==> config.mk <==
export PLATFORM = sky130hd
export DESIGN_NAME = ssr_top
export DESIGN_NICKNAME = d
export VERILOG_FILES = /design/src/design/ssr_pkg.sv /design/src/design/ssr_top.sv /design/src/design/ssr_baud_gen.sv
export VERILOG_INCLUDE_DIRS = /design/src /design/src/design
export SDC_FILE = /design/constraint.sdc
export NUM_CORES = 1
export LEC_CHECK = 0
export ABC_AREA = 1
export BUFFER_PORTS_ARGS = -buffer_cell sky130_fd_sc_hd__clkbuf_2
export CORE_UTILIZATION = 45
export DETAILED_ROUTE_END_ITERATION = 12
export PLACE_DENSITY = 0.8
export SETUP_SLACK_MARGIN = 0.05
export SYNTH_ARGS = -nofsm -noshare
export SYNTH_HDL_FRONTEND = slang
export SYNTH_SLANG_ARGS = --single-unit
==> constraint.sdc <==
create_clock -name clk_i -period 1.95 [get_ports clk_i]
set_input_delay 0.0975 -clock clk_i [delete_from_list [all_inputs] [get_ports clk_i]]
set_output_delay 0.0975 -clock clk_i [all_outputs]
set_load 0.1 [all_outputs]
==> src/design/ssr_params.svh <==
// Constants of the synchronous serial receive path
//
// Contract
// As slave, the bit clock comes in on the shared clock/transmit pin.
// As slave, the driver of the shared clock/transmit pin is switched off.
// Data changes on the leading clock edge and is sampled at the trailing edge.
// One data bit moves across the link per clock cycle.
// An external master gives a slave only as many clocks as data bits.
// Up to two finished characters wait in a FIFO before the data port.
// A third whole character arriving while the FIFO is full sets overrun.
// On overrun, stored characters stay readable; nothing more is received until cleared.
// Overrun cannot be written; it clears only when its condition is removed.
// Overrun taken in single receive without continuous clears on a data read.
// Overrun under continuous receive clears when continuous or port enable is cleared.
// With nine-bit receive, nine bits are shifted per character instead of eight.
// The ninth-bit field shows the top bit of the oldest unread character.
// Software reads the ninth bit before the low eight data bits.
// Software sets divisor, speed selects, then port enable and master clock, receive off.
// Reception starts on single or continuous receive enable; then data is clocked in.
// A finished character sets the receive flag; interrupt raised when enabled.
// Software sets receive, global and peripheral interrupt enables for interrupts.
// Software reads status for ninth bit and errors before the data.
// As master, the block drives the clock from its baud generator while receiving.
`ifndef SSR_PARAMS_SVH
`define SSR_PARAMS_SVH

`define SSR_OFS_CTRL     4'h0
`define SSR_OFS_STATUS   4'h4
`define SSR_OFS_DATA     4'h8
`define SSR_OFS_BAUD     4'hc

`define SSR_CTRL_RESET   8'h00
`define SSR_BAUD_RESET   16'h0000

`define SSR_ST_NINTH     0
`define SSR_ST_OVERRUN   1
`define SSR_ST_RXFLAG    2
`define SSR_ST_COUNT     3

`define SSR_FIFO_DEPTH   2
`define SSR_BITS_SHORT   4'h8
`define SSR_BITS_LONG    4'h9

`endif

==> src/design/ssr_pkg.sv <==
// Types of the synchronous serial receive path
`default_nettype none
package ssr_pkg;

	// Control register, bit 0 first from the bottom
	typedef struct packed {
		logic wide_baud_generator_select;
		logic high_speed_baud_select;
		logic receive_interrupt_enable;
		logic nine_bit_receive_enable;
		logic continuous_receive_enable;
		logic single_receive_enable;
		logic master_clock_source_select;
		logic serial_port_enable;
	} ssr_ctrl_t;

	typedef struct packed {
		logic [1:0] fifo_count;
		logic       receive_interrupt_flag;
		logic       overrun_flag;
		logic       ninth_received_bit;
	} ssr_status_t;

	typedef enum logic [1:0] {
		SSR_RX_IDLE  = 2'b00,
		SSR_RX_SHIFT = 2'b01,
		SSR_RX_STALL = 2'b11
	} ssr_rx_state_t;

endpackage
`default_nettype wire

==> src/design/ssr_top.sv <==
// Synchronous serial receive path with Wishbone register port
//
// Our own choices: the register offsets and the Wishbone slave port.
`include "ssr_params.svh"
`default_nettype none
module ssr_top #(
	parameter int DEPTH = `SSR_FIFO_DEPTH,
	parameter int BAUD_W = 16
) (
	// Clock and reset
	input  wire logic        clk_i,
	input  wire logic        rst_i,
	// Wishbone slave
	input  wire logic        wb_cyc_i,
	input  wire logic        wb_stb_i,
	input  wire logic        wb_we_i,
	input  wire logic [3:0]  wb_adr_i,
	input  wire logic [3:0]  wb_sel_i,
	input  wire logic [31:0] wb_dat_i,
	output logic      [31:0] wb_dat_o,
	output logic             wb_ack_o,
	// Shared clock/transmit pin
	input  wire logic        shared_clock_transmit_pin_i,
	output logic             shared_clock_transmit_pin_o,
	output logic             shared_clock_transmit_pin_oe_n_o,
	// Receive data pin
	input  wire logic        rx_data_pin_i,
	// Receive interrupt
	output logic             rx_irq_o
);

	////////////////////////////////////////////////////////////////////////
	// Declarations

	ssr_pkg::ssr_ctrl_t      ctrl;
	ssr_pkg::ssr_status_t    status;
	ssr_pkg::ssr_rx_state_t  state;
	logic [BAUD_W-1:0]       baud;
	logic [BAUD_W-1:0]       baud_div;
	logic                    port_rst;
	logic                    wb_req;
	logic                    wr_ctrl;
	logic                    wr_baud;
	logic                    rd_data;
	logic                    ck_meta;
	logic                    ck_sync;
	logic                    ck_prev;
	logic                    dt_meta;
	logic                    dt_sync;
	logic                    baud_tick;
	logic                    rx_enable;
	logic                    master_run;
	logic                    sample;
	logic [8:0]              shreg;
	logic [3:0]              bit_cnt;
	logic [3:0]              char_bits;
	logic                    char_done;
	logic [8:0]              char_val;
	logic [8:0]              fifo_mem [DEPTH];
	logic [$clog2(DEPTH)-1:0] head;
	logic [$clog2(DEPTH):0]  count;
	logic                    push;
	logic                    pop;
	logic                    overrun;
	logic                    ovr_single;
	logic                    ovr_set;
	logic                    ovr_clear;
	logic [31:0]             next_rdata;

	function automatic logic hit(input logic [3:0] adr, input logic [3:0] ofs);
		hit = (adr[3:2] == ofs[3:2]);
	endfunction

	function automatic logic [$clog2(DEPTH)-1:0] wrap(input logic [$clog2(DEPTH):0] p);
		wrap = p[$clog2(DEPTH)-1:0];
	endfunction

	////////////////////////////////////////////////////////////////////////
	// Wishbone decode

	// Ack high keeps one request from being taken twice
	assign wb_req  = wb_cyc_i && wb_stb_i && !wb_ack_o;
	assign wr_ctrl = wb_req && wb_we_i && hit(wb_adr_i, `SSR_OFS_CTRL) && wb_sel_i[0];
	assign wr_baud = wb_req && wb_we_i && hit(wb_adr_i, `SSR_OFS_BAUD);
	assign rd_data = wb_req && !wb_we_i && hit(wb_adr_i, `SSR_OFS_DATA);

	// Clearing port enable resets the receive path except the pin synchronisers
	assign port_rst = rst_i || !ctrl.serial_port_enable;

	always_ff @(posedge clk_i) begin
		if (rst_i)
			wb_ack_o <= 1'b0;
		else
			wb_ack_o <= wb_req;
	end

	always_comb begin
		next_rdata = 32'h0000_0000;
		if (hit(wb_adr_i, `SSR_OFS_CTRL))
			next_rdata[7:0] = ctrl;
		else if (hit(wb_adr_i, `SSR_OFS_STATUS))
			next_rdata[4:0] = status;
		else if (hit(wb_adr_i, `SSR_OFS_DATA))
			next_rdata[7:0] = (count != '0) ? fifo_mem[head][7:0] : 8'h00;
		else if (hit(wb_adr_i, `SSR_OFS_BAUD))
			next_rdata[BAUD_W-1:0] = baud;
	end

	always_ff @(posedge clk_i) begin
		if (rst_i)
			wb_dat_o <= 32'h0000_0000;
		else if (wb_req && !wb_we_i)
			wb_dat_o <= next_rdata;
	end

	////////////////////////////////////////////////////////////////////////
	// Control and baud registers

	always_ff @(posedge clk_i) begin
		if (rst_i) begin
			ctrl <= `SSR_CTRL_RESET;
		end else if (wr_ctrl) begin
			ctrl <= wb_dat_i[7:0];
		end else if (char_done && !ctrl.continuous_receive_enable) begin
			// Single receive ends after one character
			ctrl.single_receive_enable <= 1'b0;
		end
	end

	always_ff @(posedge clk_i) begin
		if (rst_i) begin
			baud <= `SSR_BAUD_RESET;
		end else if (wr_baud) begin
			if (wb_sel_i[0])
				baud[7:0] <= wb_dat_i[7:0];
			if (wb_sel_i[1])
				baud[15:8] <= wb_dat_i[15:8];
		end
	end

	////////////////////////////////////////////////////////////////////////
	// Pin synchronisers

	// Link clock synchroniser and edge history
	always_ff @(posedge clk_i) begin
		if (rst_i) begin
			ck_meta <= 1'b0;
			ck_sync <= 1'b0;
			ck_prev <= 1'b0;
		end else begin
			ck_meta <= shared_clock_transmit_pin_i;
			ck_sync <= ck_meta;
			ck_prev <= ck_sync;
		end
	end

	// Receive data synchroniser
	always_ff @(posedge clk_i) begin
		if (rst_i) begin
			dt_meta <= 1'b0;
			dt_sync <= 1'b0;
		end else begin
			dt_meta <= rx_data_pin_i;
			dt_sync <= dt_meta;
		end
	end

	////////////////////////////////////////////////////////////////////////
	// Master bit clock

	// start on enable
	assign rx_enable  = ctrl.single_receive_enable || ctrl.continuous_receive_enable;
	// Clock stops while an overrun stalls reception
	assign master_run = ctrl.master_clock_source_select && rx_enable
		&& state != ssr_pkg::SSR_RX_STALL;
	// Narrow divisor uses the low byte only
	assign baud_div   = ctrl.wide_baud_generator_select ? baud
		: {{(BAUD_W-8){1'b0}}, baud[7:0]};

	ssr_baud_gen #(
		.W (BAUD_W)
	) u_baud (
		.clk_i  (clk_i),
		.rst_i  (port_rst),
		.en_i   (master_run),
		.div_i  (baud_div),
		.tick_o (baud_tick)
	);

	// master drives clock
	always_ff @(posedge clk_i) begin
		if (port_rst)
			shared_clock_transmit_pin_o <= 1'b0;
		else if (!master_run)
			shared_clock_transmit_pin_o <= 1'b0;
		else if (baud_tick)
			shared_clock_transmit_pin_o <= !shared_clock_transmit_pin_o;
	end

	// slave releases pin
	always_ff @(posedge clk_i) begin
		if (port_rst)
			shared_clock_transmit_pin_oe_n_o <= 1'b1;
		else
			shared_clock_transmit_pin_oe_n_o <= !ctrl.master_clock_source_select;
	end

	////////////////////////////////////////////////////////////////////////
	// Bit sampling

	// trailing edge sample
	// slave uses pin clock
	always_comb begin
		if (ctrl.master_clock_source_select)
			sample = master_run && baud_tick && shared_clock_transmit_pin_o;
		else
			sample = ck_prev && !ck_sync;
		sample = sample && rx_enable && state != ssr_pkg::SSR_RX_STALL;
	end

	// nine or eight bits
	assign char_bits = ctrl.nine_bit_receive_enable ? `SSR_BITS_LONG : `SSR_BITS_SHORT;
	assign char_done = sample && (bit_cnt == char_bits - 4'h1);
	assign char_val  = ctrl.nine_bit_receive_enable
		? {dt_sync, shreg[8:1]} : {1'b0, dt_sync, shreg[8:2]};

	// Bits enter at the top, first bit ends lowest
	// one bit per clock
	always_ff @(posedge clk_i) begin
		if (port_rst) begin
			shreg   <= 9'h000;
			bit_cnt <= 4'h0;
		end else if (!rx_enable) begin
			bit_cnt <= 4'h0;
		end else if (sample) begin
			shreg   <= {dt_sync, shreg[8:1]};
			bit_cnt <= char_done ? 4'h0 : bit_cnt + 4'h1;
		end
	end

	always_ff @(posedge clk_i) begin
		if (port_rst)
			state <= ssr_pkg::SSR_RX_IDLE;
		else begin
			case (state)
				ssr_pkg::SSR_RX_IDLE: begin
					if (sample)
						state <= ssr_pkg::SSR_RX_SHIFT;
				end
				ssr_pkg::SSR_RX_SHIFT: begin
					if (ovr_set)
						state <= ssr_pkg::SSR_RX_STALL;
					else if (char_done || !rx_enable)
						state <= ssr_pkg::SSR_RX_IDLE;
				end
				ssr_pkg::SSR_RX_STALL: begin
					if (ovr_clear)
						state <= ssr_pkg::SSR_RX_IDLE;
				end
				default: state <= ssr_pkg::SSR_RX_IDLE;
			endcase
		end
	end

	////////////////////////////////////////////////////////////////////////
	// Receive FIFO

	// A pop in the same cycle frees the slot for the new character
	// two-character store
	assign push = char_done && !overrun && (count != DEPTH[$clog2(DEPTH):0] || pop);
	assign pop  = rd_data && count != '0;

	// New character goes behind the stored ones
	always_ff @(posedge clk_i) begin
		if (push)
			fifo_mem[wrap(count + {1'b0, head})] <= char_val;
	end

	always_ff @(posedge clk_i) begin
		if (port_rst)
			head <= '0;
		else if (pop)
			head <= head + 1'b1;
	end

	always_ff @(posedge clk_i) begin
		if (port_rst)
			count <= '0;
		else
			count <= count + push - pop;
	end

	////////////////////////////////////////////////////////////////////////
	// Overrun

	// third char sets overrun
	assign ovr_set = char_done && count == DEPTH[$clog2(DEPTH):0] && !pop && !overrun;

	// read clears single
	// continuous off clears
	assign ovr_clear = overrun && (ovr_single ? rd_data : !ctrl.continuous_receive_enable);

	// Set wins over clear in the same cycle
	// no software write
	// keep stored data
	always_ff @(posedge clk_i) begin
		if (port_rst)
			overrun <= 1'b0;
		else if (ovr_set)
			overrun <= 1'b1;
		else if (ovr_clear)
			overrun <= 1'b0;
	end

	// Receive mode in force when the overrun was taken
	always_ff @(posedge clk_i) begin
		if (port_rst)
			ovr_single <= 1'b0;
		else if (ovr_set)
			ovr_single <= ctrl.single_receive_enable && !ctrl.continuous_receive_enable;
		else if (ovr_clear)
			ovr_single <= 1'b0;
	end

	////////////////////////////////////////////////////////////////////////
	// Status and interrupt

	// ninth bit of oldest
	// flag on finished char
	always_comb begin
		status.fifo_count             = count;
		status.receive_interrupt_flag = count != '0;
		status.overrun_flag           = overrun;
		status.ninth_received_bit     = (count != '0) ? fifo_mem[head][8] : 1'b0;
	end

	// Port disable drops the request together with the FIFO
	// gated interrupt out
	always_ff @(posedge clk_i) begin
		if (port_rst)
			rx_irq_o <= 1'b0;
		else
			rx_irq_o <= status.receive_interrupt_flag && ctrl.receive_interrupt_enable;
	end

endmodule
`default_nettype wire

==> src/design/ssr_baud_gen.sv <==
// Baud rate tick divider for the master bit clock
`default_nettype none
module ssr_baud_gen #(
	parameter int W = 16
) (
	// Clock and reset
	input  wire logic         clk_i,
	input  wire logic         rst_i,
	// Control
	input  wire logic         en_i,
	input  wire logic [W-1:0] div_i,
	// Tick out
	output logic              tick_o
);

	logic [W-1:0] cnt;

	// One tick every div_i + 1 cycles
	always_ff @(posedge clk_i) begin
		if (rst_i || !en_i) begin
			cnt    <= '0;
			tick_o <= 1'b0;
		end else if (cnt == '0) begin
			cnt    <= div_i;
			tick_o <= 1'b1;
		end else begin
			cnt    <= cnt - 1'b1;
			tick_o <= 1'b0;
		end
	end

endmodule
`default_nettype wire

# Word-level counts from Yosys, hierarchy flattened

Memories as Yosys holds them, arrays and structs flattened. A register that Yosys moved wholly into a read port is not among the register bits.
Cells that the tools add are included.

Bits in registers: 86
Logic and storage cells: 136
Input port bits: 47
Memories: 1
Bits in writable memories: 18

Equality and inequality tests: 12
Add/sub/neg operators: 7
Bitwise operators: 2
Reduce and logical (&&, ||, !) cells: 54
Mux-type cells: 31

Memories:

| name     | words | width | rd ports | clocked after Yosys merged registers in | write ports | RTL line      | RTL |
|---|---|---|---|---|---|---|---|
| fifo_mem | 2     | 9     | 1        | 1                                       | 1           | ssr_top.sv:59 | `logic [8:0] fifo_mem [DEPTH];` |

Operators with widths:

| cell                    | number |
|---|---|
| $mux W16                | 3 |
| $mux W8                 | 5 |
| $logic_and A1 B1 Y1     | 26 |
| $logic_not A16 Y1       | 1 |
| $sub A16 B1 Y16 const B | 1 |
| $mux W1                 | 14 |
| $logic_not A1 Y1        | 11 |
| $mux W11                | 1 |
| $mux W9                 | 1 |
| $eq A2 B2 Y1 const B    | 4 |
| $mux W2                 | 4 |
| $ne A2 B2 Y1 const B    | 4 |
| $pmux W2 S3             | 1 |
| $reduce_and A2 Y1       | 3 |
| $reduce_bool A2 Y1      | 3 |
| $logic_or A1 B1 Y1      | 5 |
| $mux W5                 | 1 |
| $add A4 B1 Y4 const B   | 1 |
| $eq A2 B1 Y1 const B    | 2 |
| $eq A4 B4 Y1            | 1 |
| $logic_not A2 Y1        | 2 |
| $mux W4                 | 1 |
| $reduce_or A2 Y1        | 2 |
| $sub A4 B1 Y4 const B   | 1 |
| other kinds (7)         | 8 |

# Longest topological paths before layout

Depth in word-level cells: 14
Depth in mapped cells: 14
Depth with buffers taken out: 13

# Cells and area by module

A second synthesis with hierarchy kept.

Cells, all modules: 672
Area, all modules: 4934.7 um2

By module, submodules not included:

| module       | sequential area each (um2) | instances | cells an instance | area an instance (um2) |
|---|---|---|---|---|
| ssr_top      | 1921.8                     | 1         | 484               | 3801.1 |
| ssr_baud_gen | 340.3                      | 1         | 188               | 1133.6 |

# Worst setup path after synthesis

No wires, ideal clock.

Path kind: reg-to-reg
Start point: register shared_clock_transmit_pin_o
End point: register count[1]
Slack: -0.947 ns
Cell stages (with the launch flop): 11
Data required time: 1.878 ns
Arrival time: 2.825 ns
Buffers on the path: 0
Library setup time: 0.072 ns
Cells stage by stage: dfxtp_1 > nand3_1 > a21oi_4 > nand4_4 > o21ai_4 > o211ai_4 > ha_1 > inv_1 > ha_1 > or2_2 > a21oi_1

Word-level cells in the longest chain between the ends: 9

Ends and longest elaborated chain:

| element                          | RTL line       | RTL |
|---|---|---|
| start: declaration               | ssr_top.sv:24  | `output logic shared_clock_transmit_pin_o,` |
| start signal: assignment         | ssr_top.sv:197 | `shared_clock_transmit_pin_o <= !shared_clock_transmit_pin_o;` |
| $logic_and A1 B1 Y1              | ssr_top.sv:215 | `sample = master_run && baud_tick && shared_clock_transmit_pin_o;` |
| $mux W1                          | ssr_top.sv:214 | `if (ctrl.master_clock_source_select)` |
| $logic_and A1 B1 Y1 (2 in a row) | ssr_top.sv:218 | `sample = sample && rx_enable && state != ssr_pkg::SSR_RX_STALL;` |
| $logic_and A1 B1 Y1              | ssr_top.sv:223 | `assign char_done = sample && (bit_cnt == char_bits - 4'h1);` |
| $logic_and A1 B1 Y1 (2 in a row) | ssr_top.sv:270 | `assign push = char_done && !overrun && (count != DEPTH[$clog2(DEPTH):0] \|\| pop);` |
| $add A2 B1 Y2                    | ssr_top.sv:290 | `count <= count + push - pop;` |
| $sub A2 B1 Y2                    | ssr_top.sv:290 |  |
| end signal: assignment           | ssr_top.sv:290 |  |
| end: declaration                 | ssr_top.sv:61  | `logic [$clog2(DEPTH):0] count;` |

No other way between the ends.
A chain may end at the register's enable or synchronous reset.

# Final worst setup path

Start point: register ctrl[1] (netlist name)
End point: register count[1]

Word-level cells in the longest chain between the ends: 12

Ends and longest elaborated chain:

| element                              | RTL line       | RTL |
|---|---|---|
| start: declaration                   | ssr_top.sv:35  | `ssr_pkg::ssr_ctrl_t ctrl;` |
| start signal: assignment             | ssr_top.sv:121 | `` ctrl <= `SSR_CTRL_RESET; `` |
| start signal: assignment             | ssr_top.sv:123 | `ctrl <= wb_dat_i[7:0];` |
| $logic_and A1 B1 Y1                  | ssr_top.sv:174 | `assign master_run = ctrl.master_clock_source_select && rx_enable` |
| $logic_and A1 B1 Y1                  | ssr_top.sv:175 | `&& state != ssr_pkg::SSR_RX_STALL;` |
| $logic_and A1 B1 Y1 (2 in a row)     | ssr_top.sv:215 |  |
| $mux W1 (*)                          | ssr_top.sv:214 |  |
| $logic_and A1 B1 Y1 (*) (2 in a row) | ssr_top.sv:218 |  |
| $logic_and A1 B1 Y1 (*)              | ssr_top.sv:223 |  |
| $logic_and A1 B1 Y1 (*) (2 in a row) | ssr_top.sv:270 |  |
| $add A2 B1 Y2 (*)                    | ssr_top.sv:290 |  |
| $sub A2 B1 Y2 (*)                    | ssr_top.sv:290 |  |

Every way passes the cells marked *; elsewhere a longest branch is shown, timed or not.

==> metrics.txt <==
area share of the leading cell type in the synthesized netlist 36.3%; flop-to-flop setup slack 0.002 ns; Syn Std Cell Area 0.00474 mm²; HPWL after detailed placement 8440 µm; core region area 0.0103 mm²; Detailed Route Iter0 Violations roughly 320; wire length of the first global-routing pass just under 20000 µm; share of async-settable or async-resettable flops after synthesis 0%; vias in the first global route 4173; pins over their slew limit 0; count of final hold-check violations 0; required time of the critical path around 2.3 ns; unrepaired setup endpoints after global routing yes; critical path start-end classification flop to flop; Final Routed Wirelength 11800 µm; biggest area consumer among synthesized cells dfxtp_1; die area 0.0109 mm²; via count normalized by instance count 5.16; count leader, synth nand2_1; Inserted Clock Buffers 9; number of distinct library cells after synthesis 39; Pwr per Cell Area ~730 mW/mm²; count of buffers inserted at the top-level ports 46; detailed-route wire length on metal 1 approximately 5100 µm; CP Launch Point ctrl[1]; initial antenna violation count 0; Critical Path Source Type flop; maximum number of pins on one net before global-route repair 28; average wire per standard cell around 14 µm; Avg Synthesized Cell Area between 7 and 8 µm²; number of antenna cells inserted 0; remaining max-slew budget at the tightest pin between 50% and 60%; Data arrival, critical path 2.26 ns; number of setup violations in the final report 0; maxcap violations 0; Max stage delay cell, worst path dfxtp_2; latest clock arrival within the worst-skew pair 0.38 ns; final worst clock skew 0.0125 ns; final total negative setup slack 0 ns; CTS sink cnt about 100; number of H-tree branching levels 3; root cell of the clock tree clkbuf_8; Yosys reg bits approximately 100; count of mapped cells out of synthesis 596; routability congestion estimate from global placement 0.870; post-route design area approximately 0.0057 mm²; class of the worst hold path input pin to flop; number of warnings issued by yosys 0; overall die height 105 µm; highest ir drop seen on vdd ~0.46 mV; final routed DRC violation total 0; top sig layer met4; area delta synth->final 21.0%; DP Cell Count between 700 and 800; fraction of the yosys area taken by sequential cells 47.7%; antenna-violating nets left 0; Worst Setup End Kind flop; final critical path time including I/O delays and setup 1.95 ns; vias after detailed routing 4266; top cells by instance count after synthesis nand2_1, dfxtp_1, inv_1, nor2_1, a21oi_1; starting density of the core 46.1%; Die Width about 100 µm; number of nets at the end of the flow 738; path depth of the worst reg2reg path 11; detailed route wirelength on metal2 around 5800 µm; first-pass iteration count of the detailed router 5; Longest Clk Path Bufs 2; Clk pin slew, worst setup/hold paths 0.10 ns; routed length on met3 roughly 600 µm; Post-synth EDFFs 18; Crit path largest cell delay 0.35 ns; most common flop cell mapped by yosys dfxtp_1; fraction of final layout cells with drive strength greater than 1 approximately a fifth; leading cell types by total area after synthesis dfxtp_1, edfxtp_1, nand2_1; count of boundary I/O pins 83; status complete, no violations; highest achievable clock rate 513 MHz; Final period util 99.9%; CTS tree built; post-layout instance count excluding filler cells between 800 and 900; capture point of the worst path count[1]; Max Fanout on Critical Path 3; Post-Place Cell Area 0.00527 mm²; standby leakage power 2.38 nW; r2r startpoint ctrl[1]; cell-by-cell trace of the critical path inv_2, nand3_2, a21oi_4, nand4_4, o21ai_4, o211ai_4, ha_4, inv_2, ha_4, or2_4, a21oi_2; overall track demand over capacity in global routing 22.3%; reg2reg end count[1]; residual overflow from global routing 0; worst-case hold slack 0.0436 ns; total number of placement rows 37; slew of the pin with the lowest slew margin approximately 0.7 ns
[worst max-delay path: cells and delay by family (launching register included)]
family	cells	cell delay, ns
flip-flops	1	0.35
adder cells (fa/ha/maj)	2	0.43
AND/OR/NAND/NOR	3	0.42
AO/OA/AOI/OAI	4	0.56
buffers and inverters	2	0.12
[power by group]
group          internal, mW  switching (mW)
Sequential             2.19         0.00836
Clock                 0.865           0.768
Combinational        0.0685           0.264
[flip-flops by register name (all words and copies together) (netlist names), 2 cells and up, named ones only]
| signal | flops |
|---|---|
| baud | 16 |
| bit_cnt | 4 |
| count | 2 |
| ctrl | 8 |
| fifo_mem | 18 |
| shreg | 8 |
| state | 2 |
| u_baud.cnt | 16 |
| wb_dat_o | 16 |
[timing repair]
item	in CTS	in global routing
hold buffers	11	0
endpoints found under the setup margin	2	2
resized for setup	10	4
hold endpoints to repair	11	0
buffers inserted	3	5
cloned	0	0
pin swaps	5	2
[cell type report]
type	instances	area, µm²
well taps	136	170
inverters	76	285
multi-input cells	400	2110
fillers	909	4550
flip-flops and latches	104	2270
clock inverters	6	115
clock buffers	10	128
repair buffers	95	651
[layout by cell type, fill, tap and decap left out, types with 3 or more instances in the layout]
cell           netlist  layout
nand2_1            104     103
dfxtp_1             86      81
nor2_1              67      67
inv_1               67      63
a21oi_1             64      63
clkbuf_2             0      46
o21ai_0             41      41
buf_4               17      36
nand3_1             24      22
edfxtp_1            18      18
conb_1               1      16
inv_2                7      11
xor2_1              11      11
dlygate4sd3_1        0      11
nor2_2              11       9
clkbuf_8             0       9
xnor2_1              7       7
o22ai_1              7       7
nor3_1               6       6
nand4_1              5       5
o21ai_1              5       5
nor2_4               2       4
nand3_2              2       4
o31ai_1              4       4
ha_1                 5       3
bufinv_16            0       3
dfxtp_2              0       3
[per-layer routing]
metal | vias to the layer above | GRT usage, %
met5 | - | 0
met4 | 0 | 8.65
met3 | 36 | 4.87
met2 | 139 | 38.0
met1 | 1993 | 27.6
li1 | 2098 | -
[stage by stage]
step / power (mW) / utilization (%) / setup slack (ns)
4_1_cts: 4.16 / 55.2 / 0.0112
3_5_place_dp: 2.55 / 51.3 / -0.117
3_3_place_gp: 2.55 / 51.3 / -0.0331
2_1_floorplan: 2.51 / - / -0.267
6_report: 4.16 / 55.8 / 0.00224
5_1_grt: 4.27 / 55.8 / -0.0791
[worst min path at each step]
stage                        endpoint                         from  cells after the start
after floorplan               ck_meta  shared_clock_transmit_pin_i                      2
after global placement        dt_meta                rx_data_pin_i                      3
after detailed placement      dt_meta                rx_data_pin_i                      3
after CTS                     baud[7]                  wb_dat_i[7]                      3
after global routing      wb_dat_o[4]                        rst_i                      2
final                         baud[7]                  wb_dat_i[7]                      3
[logic make-up (layout without fill, tap and decap cells)]
logic type / after synthesis / after routing / synth area share [%]
AND/OR/NAND/NOR: 229 / 229 / 21.8
buffers and inverters: 107 / 187 / 10.1
XOR/XNOR: 18 / 18 / 3.33
adder cells (fa/ha/maj): 5 / 5 / 1.32
flip-flops: 104 / 104 / 47.7
AO/OA/AOI/OAI: 132 / 132 / 15.7
other: 1 / 16 / 0.0791
(Power assumes the default switching activity.)
